[src/include/iel_pkg.sv]
// Purpose: Shared constants for the interrupt enable and latch logic.
// Assumes: Byte-wide special-function registers with 12-bit addresses.
// Notes:   Source numbers match latch bit numbers (3 to 25).
`default_nettype none
package iel_pkg;
	localparam int          ADDR_W           = 12;
	localparam int          SRC_LO           = 3;
	localparam int          SRC_HI           = 25;
	localparam int          MASK_LO          = 4;
	localparam int          OWN_EN_HI        = 15;
	localparam int          SRC_ID_W         = 5;
	localparam int          WDT_SRC          = 3;
	localparam int          IMF_BIT          = 0;
	localparam int          EN_LOW_FIRST     = 4;
	localparam logic [11:0] ADDR_ENABLE_LOW  = 12'h03a;
	localparam logic [11:0] ADDR_ENABLE_HIGH = 12'h03b;
	localparam logic [11:0] ADDR_LATCH_LOW   = 12'hfe0;
	localparam logic [11:0] ADDR_LATCH_HIGH  = 12'hfe1;
	localparam logic [11:0] ADDR_LATCH_EXT   = 12'hfe2;
	localparam logic [11:0] ADDR_LATCH_TOP   = 12'hfe3;
	localparam logic [7:0]  RST_BYTE         = 8'h00;
	localparam logic        RST_IMF          = 1'b0;
	localparam logic [7:0]  LATCH_LOW_MASK   = 8'hf8;
	localparam logic [7:0]  LATCH_TOP_MASK   = 8'h03;
	localparam logic [7:0]  ENABLE_LOW_MASK  = 8'hf1;
	localparam logic [25:0] RST_PEND         = 26'h0000000;
	localparam logic [25:0] LATCH_SW_CLR_OK  = 26'h3fffff0;
endpackage
`default_nettype wire

[src/include/iel_latch_if.sv]
// Purpose: Carries set, clear and state of the pending latches between modules.
// Assumes: Bits 0 to 2 of every vector are unused and held at zero.
// Notes:   Control side computes masks; bank side holds the flip-flops.
`timescale 1ns/1ps
`default_nettype none
interface iel_latch_if;
	logic [25:0] set_req;
	logic [25:0] sw_clr;
	logic [25:0] ack_clr;
	logic [25:0] pend;
	modport ctl
	(
		output set_req,
		output sw_clr,
		output ack_clr,
		input  pend
	);
	modport bank
	(
		input  set_req,
		input  sw_clr,
		input  ack_clr,
		output pend
	);
endinterface
`default_nettype wire

[src/rtl/iel_latch.sv]
// Purpose: Bank of pending latches for sources 3 to 25.
// Assumes: Set, clear and acceptance masks are one-cycle pulses on i_clk.
// Notes:   A request in the same cycle as a clear of its latch is kept.
`timescale 1ns/1ps
`default_nettype none
module iel_latch
	import iel_pkg::*;
(
	input  wire logic  i_clk,
	input  wire logic  i_rstn,
	iel_latch_if.bank  lat
);
	logic [25:0] pend_r;
	logic [25:0] pend_nxt;

	always_comb
	begin
		// Clears are applied first so that a new request wins over them.
		pend_nxt = (pend_r & ~(lat.sw_clr | lat.ack_clr)) | lat.set_req;
		pend_nxt[SRC_LO-1:0] = '0;
	end

	always_ff @(posedge i_clk or negedge i_rstn)
	begin
		if (!i_rstn)
			pend_r <= RST_PEND;
		else
			pend_r <= pend_nxt;
	end

	assign lat.pend = pend_r;
endmodule
`default_nettype wire

[src/rtl/iel_top.sv]
// Purpose: Master flag, per-source enables and pending latches for maskable interrupts.
// Assumes: Requests, acceptance and instruction events come from logic on i_clk.
// Notes:   Vector selection and priority levels live in the core outside this block.
`timescale 1ns/1ps
`default_nettype none
module iel_top
	import iel_pkg::*;
(
	input  wire logic                i_clk,
	input  wire logic                i_rstn,
	input  wire logic [ADDR_W-1:0]   i_sfr_addr,
	input  wire logic                i_sfr_wr,
	input  wire logic                i_sfr_rd,
	input  wire logic                i_sfr_word,
	input  wire logic [15:0]         i_sfr_wdata,
	input  wire logic [25:0]         i_src_req,
	input  wire logic [25:16]        i_ext_enable,
	input  wire logic                i_accept,
	input  wire logic [SRC_ID_W-1:0] i_accept_src,
	input  wire logic                i_return,
	input  wire logic                i_stack_imf,
	input  wire logic                i_set_master_instr,
	input  wire logic                i_clear_master_instr,
	output logic [15:0]              o_sfr_rdata,
	output logic                     o_sfr_rvalid,
	output logic                     o_master_accept_flag,
	output logic                     o_saved_imf,
	output logic                     o_saved_valid,
	output logic [25:0]              o_offer,
	output logic                     o_maskable_req,
	output logic                     o_watchdog_req,
	output logic [25:0]              o_pending
);
	iel_latch_if lat ();

	logic                  imf_r;
	logic                  imf_nxt;
	logic [OWN_EN_HI:0]    en_r;
	logic [OWN_EN_HI:0]    en_nxt;
	logic [25:0]           en_all;
	logic [25:0]           offer_nxt;
	logic [25:0]           sw_clr_nxt;
	logic                  wr_en_low;
	logic                  wr_en_high;
	logic [7:0]            data_en_low;
	logic [7:0]            data_en_high;

	// True when the current byte or word access touches the given byte target.
	function automatic logic hits(input logic [ADDR_W-1:0] addr, input logic word,
		input logic [ADDR_W-1:0] target);
		logic [ADDR_W-1:0] next_addr;
		next_addr = addr + 12'h001;
		hits = (addr == target) || (word && next_addr == target);
	endfunction

	// Data byte carried for a target: the high byte when the target is the second one.
	function automatic logic [7:0] data_for(input logic [ADDR_W-1:0] addr,
		input logic [15:0] wdata, input logic [ADDR_W-1:0] target);
		data_for = (addr == target) ? wdata[7:0] : wdata[15:8];
	endfunction

	// Byte view of every register; unmapped addresses and unused bits read as 0.
	function automatic logic [7:0] read_byte(input logic [ADDR_W-1:0] addr,
		input logic master_accept_flag, input logic [OWN_EN_HI:0] en, input logic [25:0] pend);
		logic [7:0] b;
		b = RST_BYTE;
		unique case (addr)
			ADDR_ENABLE_LOW:  b = {en[7:4], 3'h0, master_accept_flag};
			ADDR_ENABLE_HIGH: b = en[15:8];
			ADDR_LATCH_LOW:   b = pend[7:0] & LATCH_LOW_MASK;
			ADDR_LATCH_HIGH:  b = pend[15:8];
			ADDR_LATCH_EXT:   b = pend[23:16];
			ADDR_LATCH_TOP:   b = {6'h00, pend[25:24]};
			default:          b = RST_BYTE;
		endcase
		read_byte = b;
	endfunction

	// One-hot mask of the source taken by the core; sources below 3 have no latch.
	function automatic logic [25:0] src_mask(input logic [SRC_ID_W-1:0] src);
		logic [25:0] m;
		m = '0;
		if (src >= 5'(SRC_LO) && src <= 5'(SRC_HI))
			m[src] = 1'b1;
		src_mask = m;
	endfunction

	// Turns a written byte into clear bits: a 0 clears, a 1 leaves the latch.
	function automatic logic [7:0] clr_bits(input logic [7:0] data, input logic [7:0] usable);
		clr_bits = ~data & usable;
	endfunction

	assign wr_en_low    = i_sfr_wr && hits(i_sfr_addr, i_sfr_word, ADDR_ENABLE_LOW);
	assign wr_en_high   = i_sfr_wr && hits(i_sfr_addr, i_sfr_word, ADDR_ENABLE_HIGH);
	assign data_en_low  = data_for(i_sfr_addr, i_sfr_wdata, ADDR_ENABLE_LOW);
	assign data_en_high = data_for(i_sfr_addr, i_sfr_wdata, ADDR_ENABLE_HIGH);

	// Master flag: acceptance beats a return, which beats instructions and writes.
	always_comb
	begin
		imf_nxt = imf_r;
		if (i_accept)
			imf_nxt = 1'b0;
		else if (i_return)
			imf_nxt = i_stack_imf;
		else if (i_clear_master_instr)
			imf_nxt = 1'b0;
		else if (i_set_master_instr)
			imf_nxt = 1'b1;
		else if (wr_en_low)
			imf_nxt = data_en_low[IMF_BIT];
	end

	always_ff @(posedge i_clk or negedge i_rstn)
	begin
		if (!i_rstn)
			imf_r <= RST_IMF;
		else
			imf_r <= imf_nxt;
	end

	// The value pushed to the stack is the flag as it stood before acceptance.
	always_ff @(posedge i_clk or negedge i_rstn)
	begin
		if (!i_rstn)
		begin
			o_saved_imf   <= RST_IMF;
			o_saved_valid <= 1'b0;
		end
		else
		begin
			o_saved_valid <= i_accept;
			if (i_accept)
				o_saved_imf <= imf_r;
		end
	end

	// Enable flags; bits 3 to 0 of the vector carry no enable and stay 0.
	always_comb
	begin
		en_nxt = en_r;
		if (wr_en_low)
			en_nxt[7:EN_LOW_FIRST] = data_en_low[7:EN_LOW_FIRST];
		if (wr_en_high)
			en_nxt[15:8] = data_en_high;
		en_nxt[EN_LOW_FIRST-1:0] = '0;
	end

	always_ff @(posedge i_clk or negedge i_rstn)
	begin
		if (!i_rstn)
			en_r <= '0;
		else
			en_r <= en_nxt;
	end

	// Software clears: only bits that exist and are writable, never the watchdog latch.
	always_comb
	begin
		sw_clr_nxt = '0;
		if (i_sfr_wr)
		begin
			if (hits(i_sfr_addr, i_sfr_word, ADDR_LATCH_LOW))
				sw_clr_nxt[7:0] = clr_bits(data_for(i_sfr_addr, i_sfr_wdata, ADDR_LATCH_LOW),
					LATCH_LOW_MASK);
			if (hits(i_sfr_addr, i_sfr_word, ADDR_LATCH_HIGH))
				sw_clr_nxt[15:8] = clr_bits(data_for(i_sfr_addr, i_sfr_wdata, ADDR_LATCH_HIGH),
					8'hff);
			if (hits(i_sfr_addr, i_sfr_word, ADDR_LATCH_EXT))
				sw_clr_nxt[23:16] = clr_bits(data_for(i_sfr_addr, i_sfr_wdata, ADDR_LATCH_EXT),
					8'hff);
			if (hits(i_sfr_addr, i_sfr_word, ADDR_LATCH_TOP))
				sw_clr_nxt[25:24] = 2'(clr_bits(data_for(i_sfr_addr, i_sfr_wdata, ADDR_LATCH_TOP),
					LATCH_TOP_MASK));
		end
		sw_clr_nxt = sw_clr_nxt & LATCH_SW_CLR_OK;
	end

	assign lat.sw_clr  = sw_clr_nxt;
	assign lat.ack_clr = i_accept ? src_mask(i_accept_src) : '0;
	assign lat.set_req = {i_src_req[25:SRC_LO], {SRC_LO{1'b0}}};

	iel_latch u_latch
	(
		.i_clk  (i_clk),
		.i_rstn (i_rstn),
		.lat    (lat)
	);

	assign en_all = {i_ext_enable, en_r};

	// Each maskable latch is offered only under the master flag and its own enable.
	always_comb
	begin
		offer_nxt = lat.pend & en_all & {26{imf_r}};
		offer_nxt[MASK_LO-1:0] = '0;
		// The watchdog latch is offered regardless of any flag.
		offer_nxt[WDT_SRC] = lat.pend[WDT_SRC];
	end

	always_ff @(posedge i_clk or negedge i_rstn)
	begin
		if (!i_rstn)
		begin
			o_offer        <= '0;
			o_maskable_req <= 1'b0;
			o_watchdog_req <= 1'b0;
		end
		else
		begin
			o_offer        <= offer_nxt;
			o_maskable_req <= |offer_nxt[SRC_HI:MASK_LO];
			o_watchdog_req <= lat.pend[WDT_SRC];
		end
	end

	// Outputs lag the flops by one cycle, which keeps every output registered.
	always_ff @(posedge i_clk or negedge i_rstn)
	begin
		if (!i_rstn)
		begin
			o_master_accept_flag <= RST_IMF;
			o_pending            <= RST_PEND;
		end
		else
		begin
			o_master_accept_flag <= imf_r;
			o_pending            <= lat.pend;
		end
	end

	// Reads return state from before any write in the same cycle.
	always_ff @(posedge i_clk or negedge i_rstn)
	begin
		if (!i_rstn)
		begin
			o_sfr_rdata  <= '0;
			o_sfr_rvalid <= 1'b0;
		end
		else
		begin
			o_sfr_rvalid <= i_sfr_rd;
			if (i_sfr_rd)
			begin
				o_sfr_rdata[7:0]  <= read_byte(i_sfr_addr, imf_r, en_r, lat.pend);
				o_sfr_rdata[15:8] <= i_sfr_word ?
					read_byte(i_sfr_addr + 12'h001, imf_r, en_r, lat.pend) : 8'h00;
			end
		end
	end
endmodule
`default_nettype wire

[config.mk]
export PLATFORM = sky130hd
export DESIGN_NAME = iel_top
export DESIGN_NICKNAME = d
export VERILOG_FILES = /design/src/include/iel_pkg.sv /design/src/include/iel_latch_if.sv /design/src/rtl/iel_latch.sv /design/src/rtl/iel_top.sv
export SDC_FILE = /design/constraint.sdc
export NUM_CORES = 1
export LEC_CHECK = 0
export BUFFER_PORTS_ARGS = -buffer_cell sky130_fd_sc_hd__buf_2
export CORE_MARGIN = 4
export CORE_UTILIZATION = 45
export CTS_CLUSTER_DIAMETER = 100
export CTS_CLUSTER_SIZE = 25
export DETAILED_ROUTE_END_ITERATION = 12
export PLACE_DENSITY = 0.72
export SLEW_MARGIN = 20
export SYNTH_ARGS = -nofsm -noshare
export SYNTH_HDL_FRONTEND = slang
export SYNTH_SLANG_ARGS = --single-unit
[constraint.sdc]
create_clock -name i_clk -period 5.2 [get_ports i_clk]
set_clock_uncertainty 0.1 [all_clocks]
set_input_delay 1.56 -clock i_clk [delete_from_list [all_inputs] [get_ports i_clk]]
set_output_delay 1.56 -clock i_clk [all_outputs]
set_load 0.01 [all_outputs]
### Word level (Yosys, flattened, before mapping)

Cells that the tools add are included.

| operators by class | value |
|---|---|
| add/subtract/negate cells | 1 |
| $mul | 0 |
| divide/modulo/power cells | 0 |
| order comparisons | 4 |
| equality and inequality tests | 12 |
| shift-type cells | 0 |
| multiplexer cells | 23 |
| bitwise gates (word level) | 10 |
| reductions and logical operators | 18 |

Operators by type and width:

| kind | number |
|---|---|
| $eq 12x12->1 const B | 8 |
| $pmux 8 s6 | 2 |
| $and 26x26->26 | 3 |
| $mux 26 | 3 |
| $mux 8 | 9 |
| $or 26x26->26 | 2 |
| $eq 12x6->1 const B | 4 |
| $not 26->26 | 1 |
| $not 8->8 | 3 |
| $reduce_or 22->1 | 1 |
| $add 12x1->12 const B | 1 |
| $logic_and 1x1->1 | 10 |
| $logic_or 1x1->1 | 6 |
| $lt 5x6->1 const B | 1 |
| $mux 1 | 6 |
| $demux 1 s5 | 1 |
| $ge 5x1->1 const B | 1 |
| $ge 5x2->1 const B | 1 |
| $le 5x5->1 const B | 1 |
| $reduce_bool 5->1 | 1 |
| $mux 2 | 2 |
| $not 2->2 | 1 |

| storage, ports and cells | value |
|---|---|
| register bits | 104 |
| bits in latches | 0 |
| memory bits (writable) | 0 |
| bits in read-only memories | 0 |
| bits of input ports | 79 |
| logic and storage cells | 81 |
| memories | 0 |

### Logic depth before layout (Yosys ltp)

Gate-level depths: netlist of run 1.

| depth | value |
|---|---|
| depth in word-level cells | 10 |
| depth in mapped cells | 8 |

### By module

Synthesis of run 1 repeated with hierarchy kept, for this count alone.

| second synthesis, totals | value |
|---|---|
| cell total of the unflattened synthesis | 480 |
| area total of the unflattened synthesis | 5042.3 sq um |

Modules (own cells, without submodules):

| module | times used | cells each | area each (sq um) | sequential area each (sq um) |
|---|---|---|---|---|
| iel_top | 1 | 407 | 4181.5 | 2052.0 |
| iel_latch | 1 | 73 | 860.8 | 575.6 |

### Least setup slack after synthesis of run 1

OpenSTA, ideal clock, no wires.

| timing path | value |
|---|---|
| kind | input -> register |
| from | in i_sfr_addr[8] |
| to | reg en_r[10] |
| data arrival time | 2.994 ns |
| data required time | 4.967 ns |
| path slack | 1.973 ns |
| stages | 8 |
| cell sequence | or4_4 > buf_6 > nor3_4 > buf_6 > and2_4 > buf_12 > mux2i_1 > o21ai_1 |

| on the way | value |
|---|---|
| word-level cells in the longest chain between the ends | 5 |
| elaborated cells between the ends (all ways) | 7 |
| those cells by class | add/sub (1); eq/ne (2); mux (1); reduce/logical (3) |

RTL lines:

| element | RTL line | text |
|---|---|---|
| start, declared | iel_top.sv:11 | `input wire logic [ADDR_W-1:0] i_sfr_addr,` |
| $add 12x1->12 | iel_top.sv:52 | `next_addr = addr + 12'h001;` |
| $eq 12x6->1 | iel_top.sv:53 | `hits = (addr == target) \|\| (word && next_addr == target);` |
| $logic_and 1x1->1 | iel_top.sv:53 |  |
| $logic_or 1x1->1 | iel_top.sv:53 |  |
| $logic_and 1x1->1 | iel_top.sv:94 | `assign wr_en_high = i_sfr_wr && hits(i_sfr_addr, i_sfr_word, ADDR_ENABLE_HIGH);` |
| end signal, assigned | iel_top.sv:154 | `en_r <= en_nxt;` |
| end, declared | iel_top.sv:38 | `logic [OWN_EN_HI:0] en_r;` |

Parallel ways exist; a longest one is shown, timed or not.
A chain may end at the register's enable or synchronous reset.

### Worst setup path after layout of run 1

| timing path | value |
|---|---|
| from | in i_sfr_addr[0] |
| to | reg u_latch.pend_r[7] (netlist: u_latch.lat.pend[7]) |

| on the way | value |
|---|---|
| word-level cells in the longest chain between the ends | 10 |
| elaborated cells between the ends (all ways) | 13 |
| those cells by class | add/sub (1); eq/ne (2); mux (3); bitwise (5); reduce/logical (2) |

RTL lines:

| element | RTL line | text |
|---|---|---|
| $add 12x1->12 | iel_top.sv:52 |  |
| $eq 12x12->1 | iel_top.sv:53 |  |
| $logic_and 1x1->1 | iel_top.sv:53 |  |
| $logic_or 1x1->1 | iel_top.sv:53 |  |
| $mux 8 * | iel_top.sv:163 | `if (hits(i_sfr_addr, i_sfr_word, ADDR_LATCH_LOW))` |
| $mux 26 * | iel_top.sv:161 | `if (i_sfr_wr)` |
| $or 26x26->26 * | iel_latch.sv:19 | `pend_nxt = (pend_r & ~(lat.sw_clr \| lat.ack_clr)) \| lat.set_req;` |
| $not 26->26 * | iel_latch.sv:19 |  |
| $and 26x26->26 * | iel_latch.sv:19 |  |
| $or 26x26->26 * | iel_latch.sv:19 |  |
| via u_latch.pend_nxt[7] | iel_latch.sv:14 | `logic [25:0] pend_nxt;` |
| end signal, assigned | iel_latch.sv:28 | `pend_r <= pend_nxt;` |
| end, declared | iel_latch.sv:13 | `logic [25:0] pend_r;` |

Mark *: on every way through the listed nets, which the timed path passes. The rest lies on a longest branch.

==> results of run 1 <==
-- flip-flops by register name (all words and copies together), names as in the netlist --
register	count
o_offer	23
o_sfr_rvalid	1
o_maskable_req	1
o_master_accept_flag	1
o_saved_imf	1
en_r	12
u_latch.lat.pend	23
o_pending	22
o_sfr_rdata	16
o_saved_valid	1
imf_r	1
-- per-layer routing --
layer	global-route usage	up-vias	routed length [um]
li1	-	1964	-
met5	0	-	0
met2	0.4107	260	7410
met3	0.04043	36	1412
met1	0.3507	2092	6662
met4	0.08333	0	452
-- cell usage in the layout (no fill, tap or decap), types with 9 or more instances in the layout --
master	instances
o21ai_0	14
nor2_1	10
nand3_1	10
a32oi_1	9
nand2b_1	13
nor4_1	10
nand3b_1	12
nor2b_1	12
nand2_1	44
buf_2	142
clkbuf_8	9
mux2i_1	20
a21o_1	14
a21oi_1	15
and3_1	25
dfrtp_1	102
-- metrics by stage --
stage / worst slack, ns / area [um2] / total power (W) / cells / utilization
5_1_grt: 1.454 / 5889 / 0.001510 / 727 / 0.5629
4_1_cts: 1.686 / 5886 / 0.001460 / 727 / 0.5625
6_report: 1.671 / 5889 / 0.001455 / 727 / 0.5629
3_5_place_dp: 1.291 / 5694 / 0.0009751 / 711 / 0.5442
2_1_floorplan: 1.973 / 4937 / 0.0008962 / 457 / -
3_3_place_gp: 1.390 / 5694 / 0.0009716 / 711 / 0.5442
-- layout make-up --
class	instances	area, um2	share of cell area
tap	136	170.2	0.02889
clock buffer	10	127.6	0.02167
multi-input combinational	323	2208	0.3750
inverter	2	7.507	0.001275
sequential	102	2552	0.4334
timing repair buffer	148	759.5	0.1290
clock inverter	6	63.81	0.01083
-- worst max-delay path by stage --
stage / endpoint / cells past startpoint / startpoint
final: u_latch.lat.pend[7] / 6 / i_sfr_addr[0]
after global routing: o_sfr_rdata[9] / 5 / i_sfr_addr[0]
after CTS: u_latch.lat.pend[7] / 6 / i_sfr_addr[0]
after detailed placement: u_latch.lat.pend[7] / 6 / i_sfr_addr[0]
after global placement: u_latch.lat.pend[7] / 6 / i_sfr_addr[0]
after floorplan: en_r[10] / 8 / i_sfr_addr[8]
-- where the power goes --
part           switching (W)  internal (W)
clock               0.000305      0.000188
combinational      0.0000905     0.0000544
sequential         0.0000118      0.000805
total               0.000408       0.00105
-- critical path: stages --
cell      delay, ns
buf_2          0.39
nand4_1        0.27
nor4_2         0.76
nand3_1        0.31
o221ai_1       0.31
nand2b_1       0.08
-- cell families (layout without fill, tap and decap cells) --
family / count (synthesis) / count (layout)
other cells: 1 / 6
compound gates: 114 / 114
flops: 102 / 102
simple gates: 175 / 175
xor+xnor: 1 / 1
buf+inv: 32 / 166
mux: 27 / 27
==> impl_metrics.yaml, run 1 <==
sta:
  hold_violations: 0
  maxSlewViolCount: 0
  fin_hold_ws_ns: 0.4034
  fin_tns_setup_ns: 0
  layout_min_cycle_time_ns: 3.529
  relSlewSlack: 0.3586
  max_freq_mhz: 283.4
  rsz0062_at_grt: "no"
  tightest_slew_ns: 0.9621
  setup_violations: 0
  finalCritPeriodShare: 0.6786
die:
  die_y_um: 112.5
  rows: 37
  die_x_um: 112.5
  die-area_mm2: 0.01267
  floorplan.initialDensity: 0.4701
  ios: 153
  coreArea_mm2: 0.01046
cells_and_area:
  nFillCells: 933
  drive_above_1_share: 0.3198
  syn_to_final_growth_pct: 19.74
  antenna_cells: 0
  nNetsFinal: 665
global_routing:
  grt_pass1_vias: 4461
  grt_antenna_before_repair: 0
  grtUsageTotal: 0.2541
  overflow: 0
  grt_max_degree: 82
  grt_pass1_wl_um: 25160
yosys:
  synth_ff_type: "dfrtp_1"
  ys_seq_area_frac: 0.5190
  synthMostInstantiatedCell: "dfrtp_1"
  synth_top_area_frac: 0.5190
  yosysTopAreaCell: "dfrtp_1"
  synth-compound-area-share: 0.1707
  synthArstFlopShare: 1.000
  yosysUniqueCellTypes: 57
  synthTopCellsByCount: "102 x dfrtp_1, 44 x nand2_1, 25 x and3_1"
  synth.avg_cell_area_um2: 10.88
  syn_inst: 452
  synth_edf_count: 0
  syn-cell-area_mm2: 0.004918
  synth-xor-area-share: 0.001781
  synth-simple-area-share: 0.2117
  ys_warn_count: 0
  synth_area_leaders: "dfrtp_1 52%, mux2i_1 4.1%, nand2_1 3.4%"
  synth_fa_ha_area_frac: 0
  synth_top_family_by_area: "simple AND/OR/NAND/NOR gates"
  synth.mux.area_fraction: 0.05673
  ys_ff_latch: 102
setup_path:
  critical_path_required_ns: 5.37
  ff2ff_path_depth: 4
  criticalPathCategory: "in -> reg"
  reg2reg_to: "o_maskable_req"
  cp.arrival_ns: 3.70
  cp-start-kind: "input port"
  reg2reg_slack_ns: 2.69
  cp-end-kind: "register"
  r2r-start: "imf_r"
  path_max_fanout: 22
clocking:
  holdBufCountCts: 0
  clk_latency_ns: 0.37
  htreeDepth: 3
  cts_buffer_depth: 2
  post-cts-setup-buffers: 0
  root_buffer: "clkbuf_8"
  cts_resized: 0
  cts_sinks: 102
  numCtsBuffers: 9
  cts_tree: "built"
  path_clk_slew_ns: 0.11
flow_run:
  max_cap_viol_count: 0
place:
  post-dp-hpwl_um: 11780
  place_congestion: 0.9750
  port_buffers: 143
route:
  drc: 0
  final_antenna_net_count: 0
  avgRoutedWirePerCell_um: 21.92
  first_iter_violations: 442
  routed_wl_um: 15940
  drt-vias-per-instance: 5.986
  first_pass_iters: 6
  vias: 4352
pwr:
  ir_drop_v: 0.0001672
  p_leak_nw: 2.572
  p_per_area_mw_per_mm2: 247.0
run_status:
  status: "completed"
hold_path:
  hold-path-endpoint: "o_sfr_rdata[9]"
  hold_depth: 1
  min_path_type: "reg -> reg"
  holdCritStartpoint: "o_sfr_rdata[9]"
(Power assumes the default switching activity.)
==> run 2: changes to the inputs <==
==> constraint.sdc (replaced) <==
create_clock -name i_clk -period 3.4 [get_ports i_clk]
set_clock_uncertainty 0.1 [all_clocks]
set_input_delay 1.02 -clock i_clk [delete_from_list [all_inputs] [get_ports i_clk]]
set_output_delay 1.02 -clock i_clk [all_outputs]
set_load 0.01 [all_outputs]
==> impl_metrics.yaml, run 2 (synthesis gave the netlist of run 1 again) <==
cells_and_area:
  drive_above_1_share: 0.3295
  nFillCells: 945
  final_common_cell: "buf_2"
  syn_to_final_growth_pct: 21.27
  utilization: 0.5701
  ff_latch_area_mm2: 0.002552
  final_cell_mix: "142 x buf_2, 102 x dfrtp_1, 44 x nand2_1"
  antenna_cells: 0
  nNetsFinal: 675
  final_cell_area_mm2: 0.005964
  multiInputGateArea_mm2: 0.002203
sta:
  fin_tns_setup_ns: 0
  max_freq_mhz: 377.0
  relSlewSlack: 0.4730
  layout_min_cycle_time_ns: 2.653
  setup_violations: 0
  maxSlewViolCount: 0
  rsz0062_at_grt: "no"
  finalCritPeriodShare: 0.7802
  tightest_slew_ns: 0.7905
  hold_violations: 0
pwr:
  ir_drop_v: 0.0002586
  p_leak_nw: 2.629
  p_per_area_mw_per_mm2: 372.5
  finalPower_w: 0.002222
setup_path:
  cp.arrival_ns: 2.82
  critical_path_required_ns: 3.57
  cp_slowest_cell: "nor4_4"
  cp-start-kind: "input port"
  crit_family: "simple AND/OR/NAND/NOR gates"
  crit_buf_inv: 2
  cp-end-kind: "register"
  ff2ff_path_depth: 4
  slowest_delay_ns: 0.44
  reg2reg_slack_ns: 0.92
  r2r-start: "imf_r"
  path_max_fanout: 16
  cp_cell_sequence: "buf_2, nand4_1, mux2i_1, nor4_4, buf_4, nand3b_1, a21o_1"
  criticalPathCategory: "in -> reg"
  reg2reg_to: "o_maskable_req"
place:
  post-dp-hpwl_um: 11630
  place_congestion: 0.9324
  port_buffers: 143
  dpl_cell_area_mm2: 0.005777
die:
  ios: 153
  die-area_mm2: 0.01267
  floorplan.initialDensity: 0.4701
  die_y_um: 112.5
  rows: 37
  die_x_um: 112.5
  coreArea_mm2: 0.01046
route:
  routed_wl_um: 15490
  first_iter_violations: 441
  final_antenna_net_count: 0
  avgRoutedWirePerCell_um: 21.02
  drt-vias-per-instance: 6.004
  vias: 4425
  first_pass_iters: 6
  drc: 0
global_routing:
  grt_max_degree: 57
  grt_antenna_before_repair: 0
  grt_pass1_wl_um: 23660
  overflow: 0
  grtUsageTotal: 0.2403
  grt_pass1_vias: 4262
clocking:
  clk_latency_ns: 0.36
  path_clk_slew_ns: 0.11
  numCtsBuffers: 9
  cts_tree: "built"
  cts_buffer_depth: 2
  htreeDepth: 3
  cts_sinks: 102
  holdBufCountCts: 0
  cts_resized: 0
  root_buffer: "clkbuf_8"
  post-cts-setup-buffers: 0
flow_run:
  max_cap_viol_count: 0
hold_path:
  hold_depth: 0
  min_path_type: "reg -> reg"
  hold-path-endpoint: "o_pending[10]"
  holdCritStartpoint: "u_latch.lat.pend[10]"
run_status:
  status: "completed"
==> run 2: worst max path at each step <==
| stage | from | endpoint | slack [ns] | cells past startpoint |
|---|---|---|---|---|
| 3_3_place_gp | i_sfr_addr[1] | u_latch.lat.pend[12] | 0.42 | 7 |
| 5_1_grt | i_sfr_addr[1] | u_latch.lat.pend[12] | 0.67 | 7 |
| 3_5_place_dp | i_sfr_addr[1] | u_latch.lat.pend[14] | 0.40 | 7 |
| 4_1_cts | i_sfr_addr[1] | u_latch.lat.pend[12] | 0.79 | 7 |
| 6_report | i_sfr_addr[1] | u_latch.lat.pend[14] | 0.75 | 7 |
| 2_1_floorplan | i_sfr_addr[8] | en_r[10] | 0.71 | 8 |
==> run 2: layout make-up <==
type	instances	area share
tap	136	0.02853
clock inverter	5	0.007762
inverter	2	0.001259
sequential	102	0.4279
timing repair buffer	158	0.1414
clock buffer	11	0.02370
multi-input combinational	323	0.3694
==> run 2: routing by layer <==
| metal | GRT usage | vias to the layer above | wire [um] |
|---|---|---|---|
| li1 | - | 1980 | - |
| met1 | 0.3387 | 2154 | 6481 |
| met2 | 0.3764 | 266 | 7158 |
| met3 | 0.04798 | 25 | 1504 |
| met4 | 0.07292 | 0 | 347 |
| met5 | 0 | - | 0 |
==> run 2: power by group <==
| part | total, W | internal (W) | switching (W) | leakage [nW] |
|---|---|---|---|---|
| combinational | 0.000224 | 0.0000866 | 0.000137 | 1.36 |
| clock | 0.000750 | 0.000303 | 0.000446 | 0.0973 |
| sequential | 0.00125 | 0.00123 | 0.0000173 | 1.17 |
==> run 2: metrics by stage <==
| step | setup slack (ns) | instances | hold WS (ns) |
|---|---|---|---|
| 2_1_floorplan | 0.7126 | 457 | 0.2874 |
| 3_3_place_gp | 0.4246 | 721 | 0.3744 |
| 3_5_place_dp | 0.4030 | 721 | 0.3740 |
| 4_1_cts | 0.7948 | 737 | 0.4017 |
| 5_1_grt | 0.6719 | 737 | 0.4178 |
| 6_report | 0.7473 | 737 | 0.3962 |
